$ cat config.mk
export PLATFORM = sky130hd
export DESIGN_NAME = pic_dev_flat
export DESIGN_NICKNAME = d
export VERILOG_FILES = /design/src/pic_pkg.sv /design/src/pic_if.sv /design/src/pic_dev.sv /design/src/flat_wrapper.sv
export SDC_FILE = /design/constraint.sdc
export NUM_CORES = 1
export LEC_CHECK = 0
export BUFFER_PORTS_ARGS = -buffer_cell sky130_fd_sc_hd__buf_4
export CAP_MARGIN = 25
export CORE_MARGIN = 5
export CORE_UTILIZATION = 50
export DETAILED_ROUTE_END_ITERATION = 6
export PLACE_DENSITY = 0.75
export SYNTH_ARGS = -nofsm -noshare
export SYNTH_HDL_FRONTEND = slang
export SYNTH_SLANG_ARGS = --single-unit
$ cat constraint.sdc
create_clock -name clk_i -period 5.8 [get_ports clk_i]
set_input_delay 0.58 -clock clk_i [delete_from_list [all_inputs] [get_ports clk_i]]
set_output_delay 0.58 -clock clk_i [all_outputs]
set_load 0.1 [all_outputs]
$ cat src/pic_pkg.sv
// Shared constants and types of the prioritized interrupt controller
package pic_pkg;

  // ----------------------------------------------------------------
  // Source numbering
  // ----------------------------------------------------------------
  localparam int          PIC_NSRC    = 48;      // Latch vector width
  localparam int          PIC_SRC_W   = 6;       // Source index width
  localparam logic [5:0]  PIC_SRC_WDT = 6'h02;   // Watchdog latch
  localparam logic [5:0]  PIC_SRC_PIN = 6'h03;   // External pin latch
  // Latches that real sources drive; reserved positions stay zero
  localparam logic [47:0] PIC_SRC_MASK = 48'h005f_0555_154c;
  // Maskable sources only (watchdog excluded)
  localparam logic [47:0] PIC_SEN_MASK = 48'h005f_0555_1548;

  // ----------------------------------------------------------------
  // Vector addresses
  // ----------------------------------------------------------------
  localparam logic [19:0] PIC_VEC_RESET = 20'hffffc; // Level 0
  localparam logic [19:0] PIC_VEC_SWI   = 20'hffff8; // Software trap
  localparam logic [19:0] PIC_VEC_HIGH  = 20'hffffc; // Base, levels 0-31
  localparam logic [19:0] PIC_VEC_LOW   = 20'hfff3c; // Base, levels 32+
  localparam logic [5:0]  PIC_LOW_FIRST = 6'h20;     // First low level

  // ----------------------------------------------------------------
  // Special-function byte offsets (device side)
  // ----------------------------------------------------------------
  localparam logic [7:0] PIC_A_IL0 = 8'h3c; // Latches 0-7
  localparam logic [7:0] PIC_A_IL1 = 8'h3d; // Latches 8-15
  localparam logic [7:0] PIC_A_IL2 = 8'h2e; // Latches 16-23
  localparam logic [7:0] PIC_A_IL3 = 8'h2f; // Latches 24-31
  localparam logic [7:0] PIC_A_IL4 = 8'h2b; // Latches 32-39
  localparam logic [7:0] PIC_A_EF0 = 8'h3a; // Enables 0-7, bit 0 global
  localparam logic [7:0] PIC_A_EF1 = 8'h3b; // Enables 8-15
  localparam logic [7:0] PIC_A_EF2 = 8'h2c; // Enables 16-23
  localparam logic [7:0] PIC_A_EF3 = 8'h2d; // Enables 24-31
  localparam logic [7:0] PIC_A_EF4 = 8'h2a; // Enables 32-39
  localparam logic [7:0] PIC_A_CTL = 8'h39; // Pin, watchdog, nesting

  // Control byte fields
  localparam int         PIC_CTL_PIN = 0;     // Pin interrupt enable
  localparam int         PIC_CTL_WDS = 1;     // Watchdog output select
  localparam int         PIC_CTL_NST = 4;     // Nesting counter, 2 bits
  localparam logic       PIC_WDS_RST = 1'b1;  // Reset value: reset request
  localparam logic [1:0] PIC_NST_CLR = 2'h1;  // Write code: clear
  localparam logic [1:0] PIC_NST_DEC = 2'h2;  // Write code: count down

  // ----------------------------------------------------------------
  // Avalon register map of the CPU end (word addresses)
  // ----------------------------------------------------------------
  localparam logic [1:0] PIC_AV_SFR  = 2'h0; // Byte access command
  localparam logic [1:0] PIC_AV_CPU  = 2'h1; // Acceptance sequencing
  localparam logic [1:0] PIC_AV_STAT = 2'h2; // Request status
  localparam int         PIC_SFR_RD  = 16;   // Read-not-write bit
  localparam int         PIC_CPU_ACC = 0;    // Accept presented source
  localparam int         PIC_CPU_RTI = 1;    // Maskable return
  localparam int         PIC_CPU_RTN = 2;    // Non-maskable return
  localparam int         PIC_CPU_GIE = 3;    // Stacked enable for return
  localparam int         PIC_CPU_SWI = 4;    // Software trap entry

  typedef enum logic [1:0] {PIC_IDLE, PIC_BUSY, PIC_DONE} pic_state_t;

endpackage : pic_pkg

$ cat src/pic_if.sv
// Link between interrupt controller and CPU core
`timescale 1ns/1ps
`default_nettype none
interface pic_if;
  logic [7:0]  sfr_addr;   // Special-function byte offset
  logic [7:0]  sfr_wdata;  // Write byte
  logic        sfr_wr;     // Byte write strobe
  logic        sfr_rd;     // Byte read strobe
  logic [7:0]  sfr_rdata;  // Read byte
  logic        sfr_rvalid; // Read byte valid
  logic        irq_req;    // A source awaits acceptance
  logic [5:0]  irq_src;    // Winning source number
  logic [19:0] irq_vec;    // Winning vector address
  logic        saved_gie;  // Global enable as it stood at entry
  logic        accept;     // CPU takes presented source
  logic        swi_take;   // CPU enters software trap
  logic        ret_mask;   // Maskable return executed
  logic        ret_nmi;    // Non-maskable return executed
  logic        ret_nmi_gie; // Stacked enable popped by that return

  modport dev (input sfr_addr, sfr_wdata, sfr_wr, sfr_rd, accept,
               swi_take, ret_mask, ret_nmi, ret_nmi_gie,
               output sfr_rdata, sfr_rvalid, irq_req, irq_src, irq_vec,
               saved_gie);
  modport cpu (output sfr_addr, sfr_wdata, sfr_wr, sfr_rd, accept,
               swi_take, ret_mask, ret_nmi, ret_nmi_gie,
               input sfr_rdata, sfr_rvalid, irq_req, irq_src, irq_vec,
               saved_gie);
endinterface : pic_if
`default_nettype wire

$ cat src/pic_dev.sv
// Interrupt controller: latches, enables, priority and vectors
`timescale 1ns/1ps
`default_nettype none

module pic_dev
  import pic_pkg::*;
(
  input  wire logic        clk_i,            // System clock
  input  wire logic        rst_n_i,          // Any device reset
  input  wire logic [47:0] src_evt_i,        // Peripheral request pulses
  input  wire logic        watchdog_irq_i,   // Watchdog overflow pulse
  input  wire logic        external_pin_irq_i, // Asynchronous pin
  output logic             wdt_reset_req_o,  // Watchdog reset request
  pic_if.dev               bus               // CPU side
);

  // ----------------------------------------------------------------
  // State
  // ----------------------------------------------------------------
  typedef struct packed {
    logic [47:0] pend;      // Pending latches
    logic [47:0] sen;       // Individual enables
    logic        gie;       // Global enable
    logic        pin_en;    // Pin interrupt enable
    logic        wds;       // Watchdog output select
    logic [1:0]  nest;      // Nesting counter
    logic        pin_s1;    // Pin synchroniser, first stage
    logic        pin_s2;    // Pin synchroniser, second stage
    logic        pin_d;     // Previous synchronised pin level
    logic [7:0]  rdata;     // Read byte
    logic        rvalid;    // Read byte valid
    logic        irq_req;   // Presented request
    logic [5:0]  src;       // Presented source
    logic [19:0] vec;       // Presented vector
    logic        saved_gie; // Stacked global enable
    logic        wdt_rst;   // Watchdog reset pulse
  } pic_dev_t;

  pic_dev_t st_reg;  // Registered state
  pic_dev_t st_next; // Next state

  // ----------------------------------------------------------------
  // Helpers
  // ----------------------------------------------------------------
  // Vector of a level: two linear runs with a gap between them
  function automatic logic [19:0] pic_vec_of(input logic [5:0] s);
    if (s < PIC_LOW_FIRST) begin
      pic_vec_of = PIC_VEC_HIGH - {12'h000, s, 2'b00};
    end else begin
      pic_vec_of = PIC_VEC_LOW - {12'h000, s - PIC_LOW_FIRST, 2'b00};
    end
  endfunction

  // Byte group of a latch offset, 7 when none
  function automatic logic [2:0] pic_lat_grp(input logic [7:0] a);
    case (a)
      PIC_A_IL0: pic_lat_grp = 3'h0;
      PIC_A_IL1: pic_lat_grp = 3'h1;
      PIC_A_IL2: pic_lat_grp = 3'h2;
      PIC_A_IL3: pic_lat_grp = 3'h3;
      PIC_A_IL4: pic_lat_grp = 3'h4;
      default:   pic_lat_grp = 3'h7;
    endcase
  endfunction

  // Byte group of an enable offset, 7 when none
  function automatic logic [2:0] pic_sen_grp(input logic [7:0] a);
    case (a)
      PIC_A_EF0: pic_sen_grp = 3'h0;
      PIC_A_EF1: pic_sen_grp = 3'h1;
      PIC_A_EF2: pic_sen_grp = 3'h2;
      PIC_A_EF3: pic_sen_grp = 3'h3;
      PIC_A_EF4: pic_sen_grp = 3'h4;
      default:   pic_sen_grp = 3'h7;
    endcase
  endfunction

  // ----------------------------------------------------------------
  // Next-state logic
  // ----------------------------------------------------------------
  always_comb begin
    logic [47:0] set_v;   // Latches raised this cycle
    logic [47:0] clr_v;   // Latches cleared this cycle
    logic [47:0] ok_v;    // Pending and allowed
    logic [2:0]  ig;      // Latch group addressed
    logic [2:0]  eg;      // Enable group addressed
    logic [5:0]  win;     // Lowest allowed source
    st_next        = st_reg;
    st_next.rvalid = 1'b0;
    set_v          = '0;
    clr_v          = '0;
    ok_v           = '0;
    win            = '0;
    ig             = pic_lat_grp(bus.sfr_addr);
    eg             = pic_sen_grp(bus.sfr_addr);

    // Pin synchroniser; only the second stage feeds logic
    st_next.pin_s1 = external_pin_irq_i;
    st_next.pin_s2 = st_reg.pin_s1;
    st_next.pin_d  = st_reg.pin_s2;

    // Request capture; reserved positions are dropped
    set_v = src_evt_i & PIC_SRC_MASK;
    set_v[PIC_SRC_WDT] = watchdog_irq_i & ~st_reg.wds;
    set_v[PIC_SRC_PIN] = st_reg.pin_s2 & ~st_reg.pin_d;
    // Select at one turns the watchdog into a reset request
    st_next.wdt_rst = watchdog_irq_i & st_reg.wds;

    // Software writes
    if (bus.sfr_wr) begin
      if (ig != 3'h7) begin
        // A zero bit clears that latch; a one changes nothing
        clr_v[{ig, 3'b000} +: 8] = ~bus.sfr_wdata;
      end
      if (eg != 3'h7) begin
        st_next.sen[{eg, 3'b000} +: 8] = bus.sfr_wdata;
      end
      if (bus.sfr_addr == PIC_A_EF0) begin
        st_next.gie = bus.sfr_wdata[0];
      end
      if (bus.sfr_addr == PIC_A_CTL) begin
        st_next.pin_en = bus.sfr_wdata[PIC_CTL_PIN];
        st_next.wds    = bus.sfr_wdata[PIC_CTL_WDS];
        case (bus.sfr_wdata[PIC_CTL_NST +: 2])
          PIC_NST_CLR: st_next.nest = 2'h0;
          PIC_NST_DEC: st_next.nest = st_reg.nest - 2'h1;
          default:     st_next.nest = st_reg.nest; // Reserved codes
        endcase
      end
    end
    st_next.sen = st_next.sen & PIC_SEN_MASK;

    // Acceptance: stack enable, drop it, count one level deeper
    if (bus.accept && st_reg.irq_req) begin
      clr_v[st_reg.src] = 1'b1;
    end
    if ((bus.accept && st_reg.irq_req) || bus.swi_take) begin
      st_next.saved_gie = st_reg.gie;
      st_next.gie       = 1'b0;
      st_next.nest      = st_reg.nest + 2'h1;
    end else if (bus.ret_mask) begin
      st_next.gie  = 1'b1;
      st_next.nest = st_reg.nest - 2'h1;
    end else if (bus.ret_nmi) begin
      // Enable comes back as the stacked bit the CPU pops with the return
      st_next.gie  = bus.ret_nmi_gie;
      st_next.nest = st_reg.nest - 2'h1;
    end

    // Set wins over clear so a request in a clearing cycle survives
    st_next.pend = ((st_reg.pend & ~clr_v) | set_v) & PIC_SRC_MASK;

    // Allowed sources: watchdog ignores enables, others need both
    ok_v = st_reg.pend & st_reg.sen & {48{st_reg.gie}};
    ok_v[PIC_SRC_PIN] = ok_v[PIC_SRC_PIN] & st_reg.pin_en;
    ok_v[PIC_SRC_WDT] = st_reg.pend[PIC_SRC_WDT];
    // Highest index first so the lowest number is left standing
    for (int i = PIC_NSRC - 1; i >= 0; i--) begin
      if (ok_v[i]) begin
        win = 6'(i);
      end
    end
    st_next.irq_req = (|ok_v) & ~bus.accept;
    st_next.src     = win;
    st_next.vec     = pic_vec_of(win);

    // Read path, one cycle behind the strobe
    if (bus.sfr_rd) begin
      st_next.rvalid = 1'b1;
      if (ig != 3'h7) begin
        st_next.rdata = st_reg.pend[{ig, 3'b000} +: 8];
      end else if (bus.sfr_addr == PIC_A_EF0) begin
        st_next.rdata = {st_reg.sen[7:1], st_reg.gie};
      end else if (eg != 3'h7) begin
        st_next.rdata = st_reg.sen[{eg, 3'b000} +: 8];
      end else if (bus.sfr_addr == PIC_A_CTL) begin
        st_next.rdata = {2'b00, st_reg.nest, 2'b00,
                         st_reg.wds, st_reg.pin_en};
      end else begin
        st_next.rdata = 8'h00; // Unmapped offsets read zero
      end
    end
  end

  // ----------------------------------------------------------------
  // State register; reset clears latches, enables and counter
  // ----------------------------------------------------------------
  always_ff @(posedge clk_i) begin
    if (!rst_n_i) begin
      st_reg     <= '0;
      st_reg.wds <= PIC_WDS_RST;
    end else begin
      st_reg <= st_next;
    end
  end

  // ----------------------------------------------------------------
  // Outputs straight from state
  // ----------------------------------------------------------------
  assign bus.sfr_rdata    = st_reg.rdata;
  assign bus.sfr_rvalid   = st_reg.rvalid;
  assign bus.irq_req      = st_reg.irq_req;
  assign bus.irq_src      = st_reg.src;
  assign bus.irq_vec      = st_reg.vec;
  assign bus.saved_gie    = st_reg.saved_gie;
  assign wdt_reset_req_o  = st_reg.wdt_rst;

endmodule : pic_dev
`default_nettype wire

$ cat src/flat_wrapper.sv
// flat-port wrapper written by rule: the top's interface ports become plain ports
module pic_dev_flat import pic_pkg::*;
  (clk_i, rst_n_i, src_evt_i, watchdog_irq_i, external_pin_irq_i, wdt_reset_req_o, bus_sfr_addr, bus_sfr_wdata, bus_sfr_wr, bus_sfr_rd, bus_accept, bus_swi_take, bus_ret_mask, bus_ret_nmi, bus_ret_nmi_gie, bus_sfr_rdata, bus_sfr_rvalid, bus_irq_req, bus_irq_src, bus_irq_vec, bus_saved_gie);
  pic_if bus_i ();
  input  wire logic clk_i;
  input  wire logic rst_n_i;
  input  wire logic [47:0] src_evt_i;
  input  wire logic watchdog_irq_i;
  input  wire logic external_pin_irq_i;
  output logic wdt_reset_req_o;
  input wire logic [$bits(bus_i.sfr_addr)-1:0] bus_sfr_addr;
  input wire logic [$bits(bus_i.sfr_wdata)-1:0] bus_sfr_wdata;
  input wire logic [$bits(bus_i.sfr_wr)-1:0] bus_sfr_wr;
  input wire logic [$bits(bus_i.sfr_rd)-1:0] bus_sfr_rd;
  input wire logic [$bits(bus_i.accept)-1:0] bus_accept;
  input wire logic [$bits(bus_i.swi_take)-1:0] bus_swi_take;
  input wire logic [$bits(bus_i.ret_mask)-1:0] bus_ret_mask;
  input wire logic [$bits(bus_i.ret_nmi)-1:0] bus_ret_nmi;
  input wire logic [$bits(bus_i.ret_nmi_gie)-1:0] bus_ret_nmi_gie;
  output wire logic [$bits(bus_i.sfr_rdata)-1:0] bus_sfr_rdata;
  output wire logic [$bits(bus_i.sfr_rvalid)-1:0] bus_sfr_rvalid;
  output wire logic [$bits(bus_i.irq_req)-1:0] bus_irq_req;
  output wire logic [$bits(bus_i.irq_src)-1:0] bus_irq_src;
  output wire logic [$bits(bus_i.irq_vec)-1:0] bus_irq_vec;
  output wire logic [$bits(bus_i.saved_gie)-1:0] bus_saved_gie;
  assign bus_i.sfr_addr = bus_sfr_addr;
  assign bus_i.sfr_wdata = bus_sfr_wdata;
  assign bus_i.sfr_wr = bus_sfr_wr;
  assign bus_i.sfr_rd = bus_sfr_rd;
  assign bus_i.accept = bus_accept;
  assign bus_i.swi_take = bus_swi_take;
  assign bus_i.ret_mask = bus_ret_mask;
  assign bus_i.ret_nmi = bus_ret_nmi;
  assign bus_i.ret_nmi_gie = bus_ret_nmi_gie;
  assign bus_sfr_rdata = bus_i.sfr_rdata;
  assign bus_sfr_rvalid = bus_i.sfr_rvalid;
  assign bus_irq_req = bus_i.irq_req;
  assign bus_irq_src = bus_i.irq_src;
  assign bus_irq_vec = bus_i.irq_vec;
  assign bus_saved_gie = bus_i.saved_gie;
  pic_dev u_core (.clk_i(clk_i), .rst_n_i(rst_n_i), .src_evt_i(src_evt_i), .watchdog_irq_i(watchdog_irq_i), .external_pin_irq_i(external_pin_irq_i), .wdt_reset_req_o(wdt_reset_req_o), .bus(bus_i));
endmodule
==> out/qor.yml, run 1 <==
clocking:
  cts_sinks: 68
  h-tree-depth: 3
  hold_buffers: 0
  cts_resized: 0
  cts_setup_buffers: 0
  clk_pin_slew_worst_paths_ps: 80
  insertion_delay_ps: 350
  cts_tree: "done"
  cts_max_path_buffers: 2
  root_buffer: "clkbuf_8"
  cts_buffers: 9
worst_setup_path:
  crit_arrival_ps: 4010
  required_ps: 6030
  crit_path_end_kind: "register"
  cp_max_fo: 12
  worst_path_max_delay_cell: "nor3b_1"
  path_delay_family: "simple AND/OR/NAND/NOR gates"
  start_kind: "input port"
  critical_path_class: "input port to register"
  crit_chain: "buf_4, nand4bb_1, nor3b_1, inv_1, ha_1, nor2_1, mux2i_1, or4b_4, nor3_4, mux2i_1, nor2_1"
  slowest_delay_ps: 900
  path_buf_inv: 2
drt:
  wl_per_cell_um: 19.3
  drt_iter0_drc: 277
  viasPerCell: 5.92
  first_pass_iters: 5
  vias: 3863
  drc: 0
  postRouteAntennaNets: 0
  drt_wl_total_um: 12600
timing:
  min_period_over_period_pct: 65.2
  rsz0062_at_grt: "no"
  worst_pin_slew_ps: 869
  finalClockSkew_ps: 6.20
  fmax_ghz: 0.264
  layout_min_cycle_time_ps: 3780
  maxSlewViolCount: 0
  hold_viol: 0
  setup_viol: 0
  finalSetupTns_ps: 0
  relSlewSlack_pct: 41.6
yosys:
  syn_area_per_cell_sq_um: 7.96
  synth_edf_count: 0
  ys_types: 61
  syn-cell-area_sq_mm: 0.00405
  yosysSeqAreaShare_pct: 33.6
  ys.flop_type: "dfxtp_1"
  synth_seq_cells: 68
  synthArstFlopShare_pct: 0
  syn-instance-count: 509
  synth_warnings: 0
floorplan:
  core.rowCount: 32
  die_area_sq_mm: 0.0100
  pin_count: 113
  start_util_pct: 51.9
  die_w_um: 100
  die_y_um: 100
  core-area_sq_mm: 0.00781
global_routing:
  gr-usage-all-layers_pct: 24.9
  grt_overflow: 0
  grt_pass1_vias: 3581
  grt_max_degree: 28
  grt_pass1_wl_um: 19400
  antenna_found_initial: 0
status:
  outcome: "complete, no violations"
place:
  dp_cells: 637
  port_buffers: 76
  hpwl_um: 9640
  gp_congestion: 0.948
cells_and_area:
  drive_gt1_share_pct: 19.2
  fin_nets: 630
  largest_reg_flops: 41
  final_cell_count_no_fill: 653
  antenna-diode-count: 0
  final_util_pct: 59.3
  area_delta_synth_final_pct: 14.2
job:
  drv_cap: 0
pwr:
  peakVddDrop_mv: 0.187
  powerDensity_mw_per_mm2: 235
  leakage_nw: 1.89
hold_path:
  hold_path.class: "input port to register"
-- cell usage after synthesis, types with 4 or more instances --
master / number / area share (%)
nand2b_1: 4 / 0.62
nand3b_1: 4 / 0.74
nor3b_1: 5 / 0.93
inv_1: 18 / 1.7
a211oi_1: 14 / 2.6
nand3_1: 15 / 1.9
a31oi_1: 10 / 1.5
clkbuf_1: 14 / 1.3
dfxtp_1: 68 / 34
buf_2: 5 / 0.62
o2111ai_1: 5 / 1.1
o22ai_1: 4 / 0.62
mux2i_1: 24 / 5.9
nand4_1: 7 / 1.1
ha_1: 9 / 2.8
nor3_1: 7 / 0.86
nor2b_1: 11 / 1.7
nor2_1: 56 / 5.2
a21oi_1: 35 / 4.3
and3_1: 7 / 1.1
nand2_1: 62 / 5.7
a21boi_0: 4 / 0.74
o21ai_0: 19 / 2.3
and2_1: 13 / 2.0
buf_4: 35 / 6.5
-- path summary, 6_finish.rpt --
path | slack (ps) | startpoint | to | cells past startpoint
min | 410 | bus_accept | u_core.bus.irq_req | 2
max | 2020 | bus_sfr_addr[6] | u_core.st_reg[81] | 11
max reg2reg | 3610 | u_core.st_reg[45] | u_core.bus.irq_vec[6] | 8
min reg2reg | 440 | u_core.st_reg[38] | u_core.st_reg[97] | 1
-- per-layer routing --
layer / vias to the layer above / GRT usage (%) / wire length, um
met5: - / 0 / 0
met3: 21 / 4.73 / 1050
met1: 1788 / 33.7 / 5420
met4: 0 / 7.77 / 182
met2: 196 / 40.4 / 5950
li1: 1858 / - / -
-- logic make-up after synthesis --
logic type / after synthesis / synth area share (%)
xor+xnor: 1 / 0.216
buf+inv: 73 / 10.2
flops: 68 / 33.6
mux: 25 / 6.21
fa+ha+maj: 9 / 2.78
simple gates: 211 / 27.1
other cells: 1 / 0.0925
compound gates: 121 / 19.9
-- final cells by class --
type	instances	area, sq um
multi-input combinational	370	2290
inverter	19	71.3
clock inverter	7	75.1
clock buffer	9	124
sequential	68	1360
fill	768	3180
tap	102	128
timing repair buffer	78	583
-- through the flow --
step                      area, sq um  setup slack [ps]  hold slack (ps)  power [W]
after global routing             4630              1760              412    0.00113
after CTS                        4630              2080              404    0.00109
final                            4630              2020              413    0.00109
after global placement           4430              1760              410   0.000694
after floorplan                  4060              2640              399   0.000648
after detailed placement         4430              1710              418   0.000697
-- worst reg2reg max path, stage by stage (launching register included) --
cell,delay [ps]
dfxtp_1,460
inv_1,270
a21oi_1,110
a31oi_1,290
nand3_1,200
a21oi_1,270
inv_1,70
ha_1,280
and2_1,150
-- power by group --
group          switching [W]  internal, W
Combinational       0.000134    0.0000532
Clock               0.000201     0.000201
Sequential         0.0000174     0.000483
-- layout by cell type, fill, tap and decap left out, types with 3 or more instances in the layout --
cell type  netlist  layout
nor3b_1          5       5
nor4b_1          3       3
inv_1           18      18
a21boi_0         4       4
nor4bb_1         3       3
nand2b_1         4       4
nand3_1         15      15
o31ai_1          3       3
nor2b_1         11      11
o22ai_1          4       4
and2_1          13      13
mux2i_1         24      24
nand3b_1         4       4
a31oi_1         10      10
clkinv_4         0       3
dfxtp_1         68      68
a211oi_1        14      14
nand4_1          7       7
nor2_1          56      56
ha_1             9       9
a21oi_1         35      35
a22o_1           3       3
o2111ai_1        5       5
nor4_1           3       3
o21ai_0         19      19
conb_1           1       3
and3_1           7       7
a311oi_1         3       3
o211ai_1         3       3
a32o_1           3       3
nor3_1           7       7
nand2_1         62      62
buf_4           35      77
clkbuf_8         0       9
No activity file was read; power rests on OpenSTA's default activity.
==> run 2, diff against run 1 <==
--- a/config.mk
+++ b/config.mk
@@ -5,12 +5,13 @@
 export SDC_FILE = /design/constraint.sdc
 export NUM_CORES = 1
 export LEC_CHECK = 0
+export ABC_AREA = 1
 export BUFFER_PORTS_ARGS = -buffer_cell sky130_fd_sc_hd__buf_4
 export CAP_MARGIN = 25
 export CORE_MARGIN = 5
 export CORE_UTILIZATION = 50
 export DETAILED_ROUTE_END_ITERATION = 6
-export PLACE_DENSITY = 0.75
+export PLACE_DENSITY = 0.74
 export SYNTH_ARGS = -nofsm -noshare
 export SYNTH_HDL_FRONTEND = slang
 export SYNTH_SLANG_ARGS = --single-unit
==> constraint.sdc (replaced) <==
create_clock -name clk_i -period 3.72 [get_ports clk_i]
set_input_delay 0.372 -clock clk_i [delete_from_list [all_inputs] [get_ports clk_i]]
set_output_delay 0.372 -clock clk_i [all_outputs]
set_load 0.1 [all_outputs]
==> run 2 against run 1 <==
The flow now finishes with violations (design-rule violations). Area after synthesis is 8.5% higher. Utilization is 1.3 points lower. Clock skew increased by 8.8 ps. Synthesized cell count is 32% higher. Hold slack worse by 230 ps. First-iteration DRC count grew 24%. Final area up 8.2%. Critical endpoint is now u_core.st_reg[132]. Clock power up 75%. Highest routed layer unchanged. Global-route usage is 0.61 points lower. Largest power group unchanged.
==> out/qor.yml, run 2 <==
worst_setup_path:
  path_buf_inv: 4  # +2
  path_delay_family: "simple AND/OR/NAND/NOR gates"
  crit_chain: "buf_4, inv_1, nand2_1, nor2_1, nand2_1, nand3_2, nor2_1, nor2_1, ha_1, inv_1, nor2_1, nand2_1, nor3_2, inv_1, o21ai_0, a21oi_1"
  slowest_delay_ps: 330  # -570 ps
  cp_max_fo: 8  # -4
  critical_path_class: "input port to register"
  worst_path_max_delay_cell: "nor3_2"
  crit_arrival_ps: 2960  # -1050 ps
  required_ps: 3920  # -2110 ps
  crit_path_end_kind: "register"
  crit_path_frequent_cell: "nor2_1"
  start_kind: "input port"
cells_and_area:
  n_fill_cell: 842  # +9.6%
  drive_gt1_share_pct: 17.7  # -1.5 points
  multiInputGateArea_sq_mm: 0.00230  # +0.60%
  final_cell_mix: "nand2_1, inv_1, buf_4"
  fin_nets: 796  # +26%
  register_area_sq_mm: 0.00136  # unchanged
  antenna-diode-count: 0  # unchanged
  final_common_cell: "nand2_1"
  final_util_pct: 58.0  # -1.3 points
  final_cell_count_no_fill: 825  # +26%
  area_delta_synth_final_pct: 14.0
  largest_reg_flops: 41  # unchanged
timing:
  hold_viol: 0  # unchanged
  finalSetupTns_ps: 0  # unchanged
  layout_min_cycle_time_ps: 2760
  finalClockSkew_ps: 15.0  # +8.77 ps
  rsz0062_at_grt: "no"
  worst_pin_slew_ps: 988  # +119 ps
  setup_viol: 0  # unchanged
  maxSlewViolCount: 0  # unchanged
  min_period_over_period_pct: 74.1
  fmax_ghz: 0.363
  relSlewSlack_pct: 34.1  # -7.5 points
place:
  hpwl_um: 10400  # +8.1%
  gp_congestion: 0.947  # about the same
  dp_cells: 809  # +27%
  port_buffers: 76  # unchanged
drt:
  wl_met3_um: 967  # -8.2%
  viasPerCell: 5.38  # -9.0%
  drc: 2  # +2
  drt_iter0_drc: 343  # +24%
  top_layer_used: "met4"
  route.met2.wl_um: 5950  # about the same
  vias: 4442  # +15%
  met1Wirelength_um: 5780  # +6.7%
  drt_wl_total_um: 13100  # +3.8%
  wl_per_cell_um: 15.9  # -18%
  first_pass_iters: 7  # +2
  postRouteAntennaNets: 0  # unchanged
yosys:
  synth.most_common_cell: "nand2_1"
  yosys.area.top_type: "dfxtp_1"
  ys.flop_type: "dfxtp_1"
  syn-cell-area_sq_mm: 0.00440  # +8.5%
  synthArstFlopShare_pct: 0  # unchanged
  synth_top_cells_by_count: "nand2_1, inv_1, nor2_1"
  synth_warnings: 0  # unchanged
  ys_types: 43  # -30%
  synth_edf_count: 0  # unchanged
  synth_seq_cells: 68  # unchanged
  synth_top_area_share_pct: 31.0  # -2.6 points
  syn_area_per_cell_sq_um: 6.55  # -18%
  yosys-top-cells-area: "dfxtp_1, nand2_1, inv_1"
  yosysSeqAreaShare_pct: 31.0  # -2.6 points
  syn-instance-count: 671  # +32%
floorplan:
  pin_count: 113  # unchanged
  die_w_um: 104  # +3.7%
  die_area_sq_mm: 0.0108  # +7.6%
  core.rowCount: 34  # +6.3%
  start_util_pct: 50.9  # -1.0 points
  die_y_um: 104  # +3.7%
  core-area_sq_mm: 0.00864  # +11%
clocking:
  h-tree-depth: 3  # unchanged
  cts_sinks: 68  # unchanged
  cts_resized: 0  # unchanged
  insertion_delay_ps: 360  # about the same
  cts_tree: "done"
  cts_max_path_buffers: 2  # unchanged
  clk_pin_slew_worst_paths_ps: 80  # about the same
  hold_buffers: 0  # unchanged
  root_buffer: "clkbuf_8"
  cts_setup_buffers: 0  # unchanged
  cts_buffers: 9  # unchanged
global_routing:
  grt_pass1_wl_um: 21500  # +11%
  grt_overflow: 0  # unchanged
  antenna_found_initial: 0  # unchanged
  grt_max_degree: 37  # +32%
  grt_pass1_vias: 4290  # +20%
  gr-usage-all-layers_pct: 24.3  # -0.61 points
hold_path:
  hold_path.class: "input port to register"
pwr:
  peakVddDrop_mv: 0.188  # +0.60%
  leakage_nw: 2.51  # +33%
  powerDensity_mw_per_mm2: 357  # +52%
status:
  violations: "design-rule violations"
  outcome: "finished with violations"
job:
  drv_cap: 0  # unchanged
run 2: cell count changes in the layout (fill, tap and decap cells not counted), moves of 13 or more:
cell / previous run / this run
inv_1: 18 / 104
nand2_1: 62 / 124
nand3_1: 15 / 52
nor3_1: 7 / 32
mux2i_1: 24 / 0
o21ai_0: 19 / 35
nor2_1: 56 / 69
run 2: worst paths after layout:
| check | startpoint | end | slack, ps | depth (start not counted) |
|---|---|---|---|---|
| worst max-delay path | bus_sfr_addr[6] | u_core.st_reg[132] | 960 | 16 |
| worst min-delay path | bus_accept | u_core.bus.irq_req | 190 | 2 |
| worst max register to register | u_core.st_reg[45] | u_core.bus.irq_vec[6] | 1320 | 10 |
| worst min register to register | u_core.st_next[39] | u_core.st_next[38] | 420 | 2 |
run 2: cell families after synthesis:
| logic type | Yosys count | synth area share [%] |
|---|---|---|
| flops | 68 | 31.0 |
| xor+xnor | 1 | 0.199 |
| buf+inv | 157 | 16.9 |
| compound gates | 115 | 14.7 |
| fa+ha+maj | 9 | 2.56 |
| other cells | 1 | 0.0853 |
| simple gates | 320 | 34.6 |
run 2: area by class of cell:
class / count / area share [%]
clock buffers: 10 / 2.75
clock inverters: 6 / 1.72
inverters: 108 / 8.19
multi-input cells: 448 / 45.9
flip-flops and latches: 68 / 27.2
well taps: 108 / 2.70
repair buffers: 77 / 11.5
run 2: per-layer routing:
| metal | GRT usage (%) | vias to the layer above |
|---|---|---|
| li1 | - | 2220 |
| met1 | 32.3 | 2013 |
| met2 | 38.6 | 179 |
| met3 | 5.22 | 30 |
| met4 | 9.25 | 0 |
| met5 | 0 | - |
run 2: report_power, final:
group	leakage, nW	internal [W]	switching (W)
Clock	0.113	0.000396	0.000307
Combinational	1.84	0.0000818	0.000226
Sequential	0.559	0.000754	0.0000232
run 2: through the flow:
step	setup slack [ps]	hold slack [ps]	power [W]	instance area [sq um]
2_1_floorplan	959	390	0.00102	4400
3_3_place_gp	734	401	0.00110	4790
3_5_place_dp	675	402	0.00110	4790
4_1_cts	1020	187	0.00179	5010
5_1_grt	702	177	0.00185	5010
6_report	965	185	0.00179	5010
==> run 3, diff against run 2 <==
--- a/config.mk
+++ b/config.mk
@@ -5,13 +5,13 @@
 export SDC_FILE = /design/constraint.sdc
 export NUM_CORES = 1
 export LEC_CHECK = 0
-export ABC_AREA = 1
+export ABC_AREA = 0
 export BUFFER_PORTS_ARGS = -buffer_cell sky130_fd_sc_hd__buf_4
 export CAP_MARGIN = 25
 export CORE_MARGIN = 5
 export CORE_UTILIZATION = 50
 export DETAILED_ROUTE_END_ITERATION = 6
-export PLACE_DENSITY = 0.74
+export PLACE_DENSITY = 0.75
 export SYNTH_ARGS = -nofsm -noshare
 export SYNTH_HDL_FRONTEND = slang
 export SYNTH_SLANG_ARGS = --single-unit
==> constraint.sdc (replaced) <==
create_clock -name clk_i -period 2.61 [get_ports clk_i]
set_input_delay 0.261 -clock clk_i [delete_from_list [all_inputs] [get_ports clk_i]]
set_output_delay 0.261 -clock clk_i [all_outputs]
set_load 0.1 [all_outputs]
==> run 3 against run 2 <==
The flow now finishes without violations. Power up 40%. Clock-buffer cell count down 1. Sequential cell count unchanged. First-iteration DRC count down 0.29%. Worst setup slack worse by 720 ps. Utilization up 6.3 points. Register-to-register slack worse by 880 ps. Critical path depth down 4. Die area down 7.1%. Hold slack worse by 93 ps. Combinational power up 46%. Sequential power up 43%.
==> out/qor.yml, run 3 (synthesis results as in run 1) <==
timing:
  layout_min_cycle_time_ps: 2370
  whs_ps: 92.2  # -93.2 ps
  worst_pin_slew_ps: 941  # -46.9 ps
  maxSlewViolCount: 0  # unchanged
  setup_viol: 0  # unchanged
  fmax_ghz: 0.423
  rsz0062_at_grt: "no"
  min_period_over_period_pct: 90.6
  hold_viol: 0  # unchanged
  relSlewSlack_pct: 36.7  # +2.6 points
  finalClockSkew_ps: 4.23  # -10.7 ps
clocking:
  root_buffer: "clkbuf_8"
  insertion_delay_ps: 350  # about the same
  cts_resized: 0  # unchanged
  hold_buffers: 0  # unchanged
  clk_pin_slew_worst_paths_ps: 90  # about the same
  cts_max_path_buffers: 2  # unchanged
  cts_tree: "done"
  cts_setup_buffers: 0  # unchanged
  cts_buffers: 9  # unchanged
  cts_sinks: 68  # unchanged
  h-tree-depth: 3  # unchanged
cells_and_area:
  register_area_sq_mm: 0.00136  # unchanged
  drive_gt1_share_pct: 26.1  # +8.4 points
  final_cell_mix: "buf_4, dfxtp_1, nand2_1"
  multiInputGateArea_sq_mm: 0.00230  # about the same
  antenna-diode-count: 0  # unchanged
  final_cell_count_no_fill: 700  # -15%
  final_common_cell: "buf_4"
  largest_reg_flops: 41  # unchanged
  area_delta_synth_final_pct: 23.9
  fin_nets: 677  # -15%
  n_fill_cell: 695  # -17%
job:
  drv_cap: 0  # unchanged
drt:
  postRouteAntennaNets: 0  # unchanged
  drt_iter0_drc: 342  # -0.29%
  vias: 4102  # -7.7%
  wl_per_cell_um: 19.0  # +20%
  drt_wl_total_um: 13300  # +1.7%
  first_pass_iters: 5  # -2
  drc: 0  # -2
  viasPerCell: 5.86  # +8.8%
global_routing:
  grt_pass1_vias: 4025  # -6.2%
  grt_pass1_wl_um: 21000  # -2.7%
  gr-usage-all-layers_pct: 27.0  # +2.7 points
  grt_max_degree: 45  # +22%
  grt_overflow: 0  # unchanged
  antenna_found_initial: 0  # unchanged
worst_setup_path:
  cp_max_fo: 6  # -2
  crit_arrival_ps: 2590  # -370 ps
  critical_path_class: "input port to register"
  crit_path_end_kind: "register"
  required_ps: 2840  # -1080 ps
  start_kind: "input port"
pwr:
  powerDensity_mw_per_mm2: 500  # +40%
  leakage_nw: 2.12  # -16%
  peakVddDrop_mv: 0.351  # +87%
hold_path:
  hold_path.class: "input port to register"
place:
  gp_congestion: 0.951  # +0.38%
  dp_cells: 684  # -15%
  port_buffers: 76  # unchanged
  hpwl_um: 10500  # +0.60%
floorplan:
  core-area_sq_mm: 0.00781  # -9.6%
  die_w_um: 100  # -3.6%
  die_y_um: 100  # -3.6%
  die_area_sq_mm: 0.0100  # -7.1%
  start_util_pct: 51.9  # +1.0 points
  core.rowCount: 32  # -5.9%
  pin_count: 113  # unchanged
status:
  outcome: "complete, no violations"
==> run 3: through the flow <==
step	cell area, sq um	setup TNS (ps)	power (W)	setup slack [ps]	utilization (%)
after global placement	4810	-486	0.00157	-47.1	61.7
after CTS	5020	0	0.00251	254	64.3
final	5020	0	0.00251	245	64.3
after global routing	5020	0	0.00259	101	64.3
after detailed placement	4810	-942	0.00158	-96.1	61.7
after floorplan	4080	-640	0.00144	-90.9	-
==> run 3: worst max-delay path, cell delays in order <==
cell      delay, ps
buf_4           120
or3b_4          400
a211oi_4        250
inv_1            70
ha_2            170
nor2_1           80
mux2i_1          90
or4b_4          560
nor3_4          170
buf_12          150
mux2i_1         200
nor2_1           60
==> run 3: path summary, 6_finish.rpt <==
check	from	to	slack, ps	cells after the start
hold / removal	bus_accept	u_core.bus.irq_req	90	2
setup / recovery	bus_sfr_addr[4]	u_core.st_reg[84]	240	12
hold reg to reg	u_core.st_reg[38]	u_core.st_reg[97]	440	1
setup reg to reg	u_core.st_reg[45]	u_core.bus.irq_vec[6]	440	8
==> run 3: routing by layer <==
metal,vias to the layer above,wire length [um],global-route usage [%]
met5,-,0,0
met4,0,280,8.08
met3,31,1180,6.18
met2,194,6350,45.4
met1,1926,5500,34.5
li1,1951,-,-
==> run 3: power breakdown <==
group          internal [W]  switching [W]
Clock              0.000458       0.000488
Combinational      0.000143       0.000306
Sequential          0.00107      0.0000382
==> run 3: layout make-up <==
cell class,instances,area share (%)
Clock buffer,9,2.47
Clock inverter,7,1.65
Inverter,19,1.42
Multi-Input combinational cell,370,45.9
Sequential cell,68,27.1
Tap cell,102,2.54
Timing Repair Buffer,125,18.9
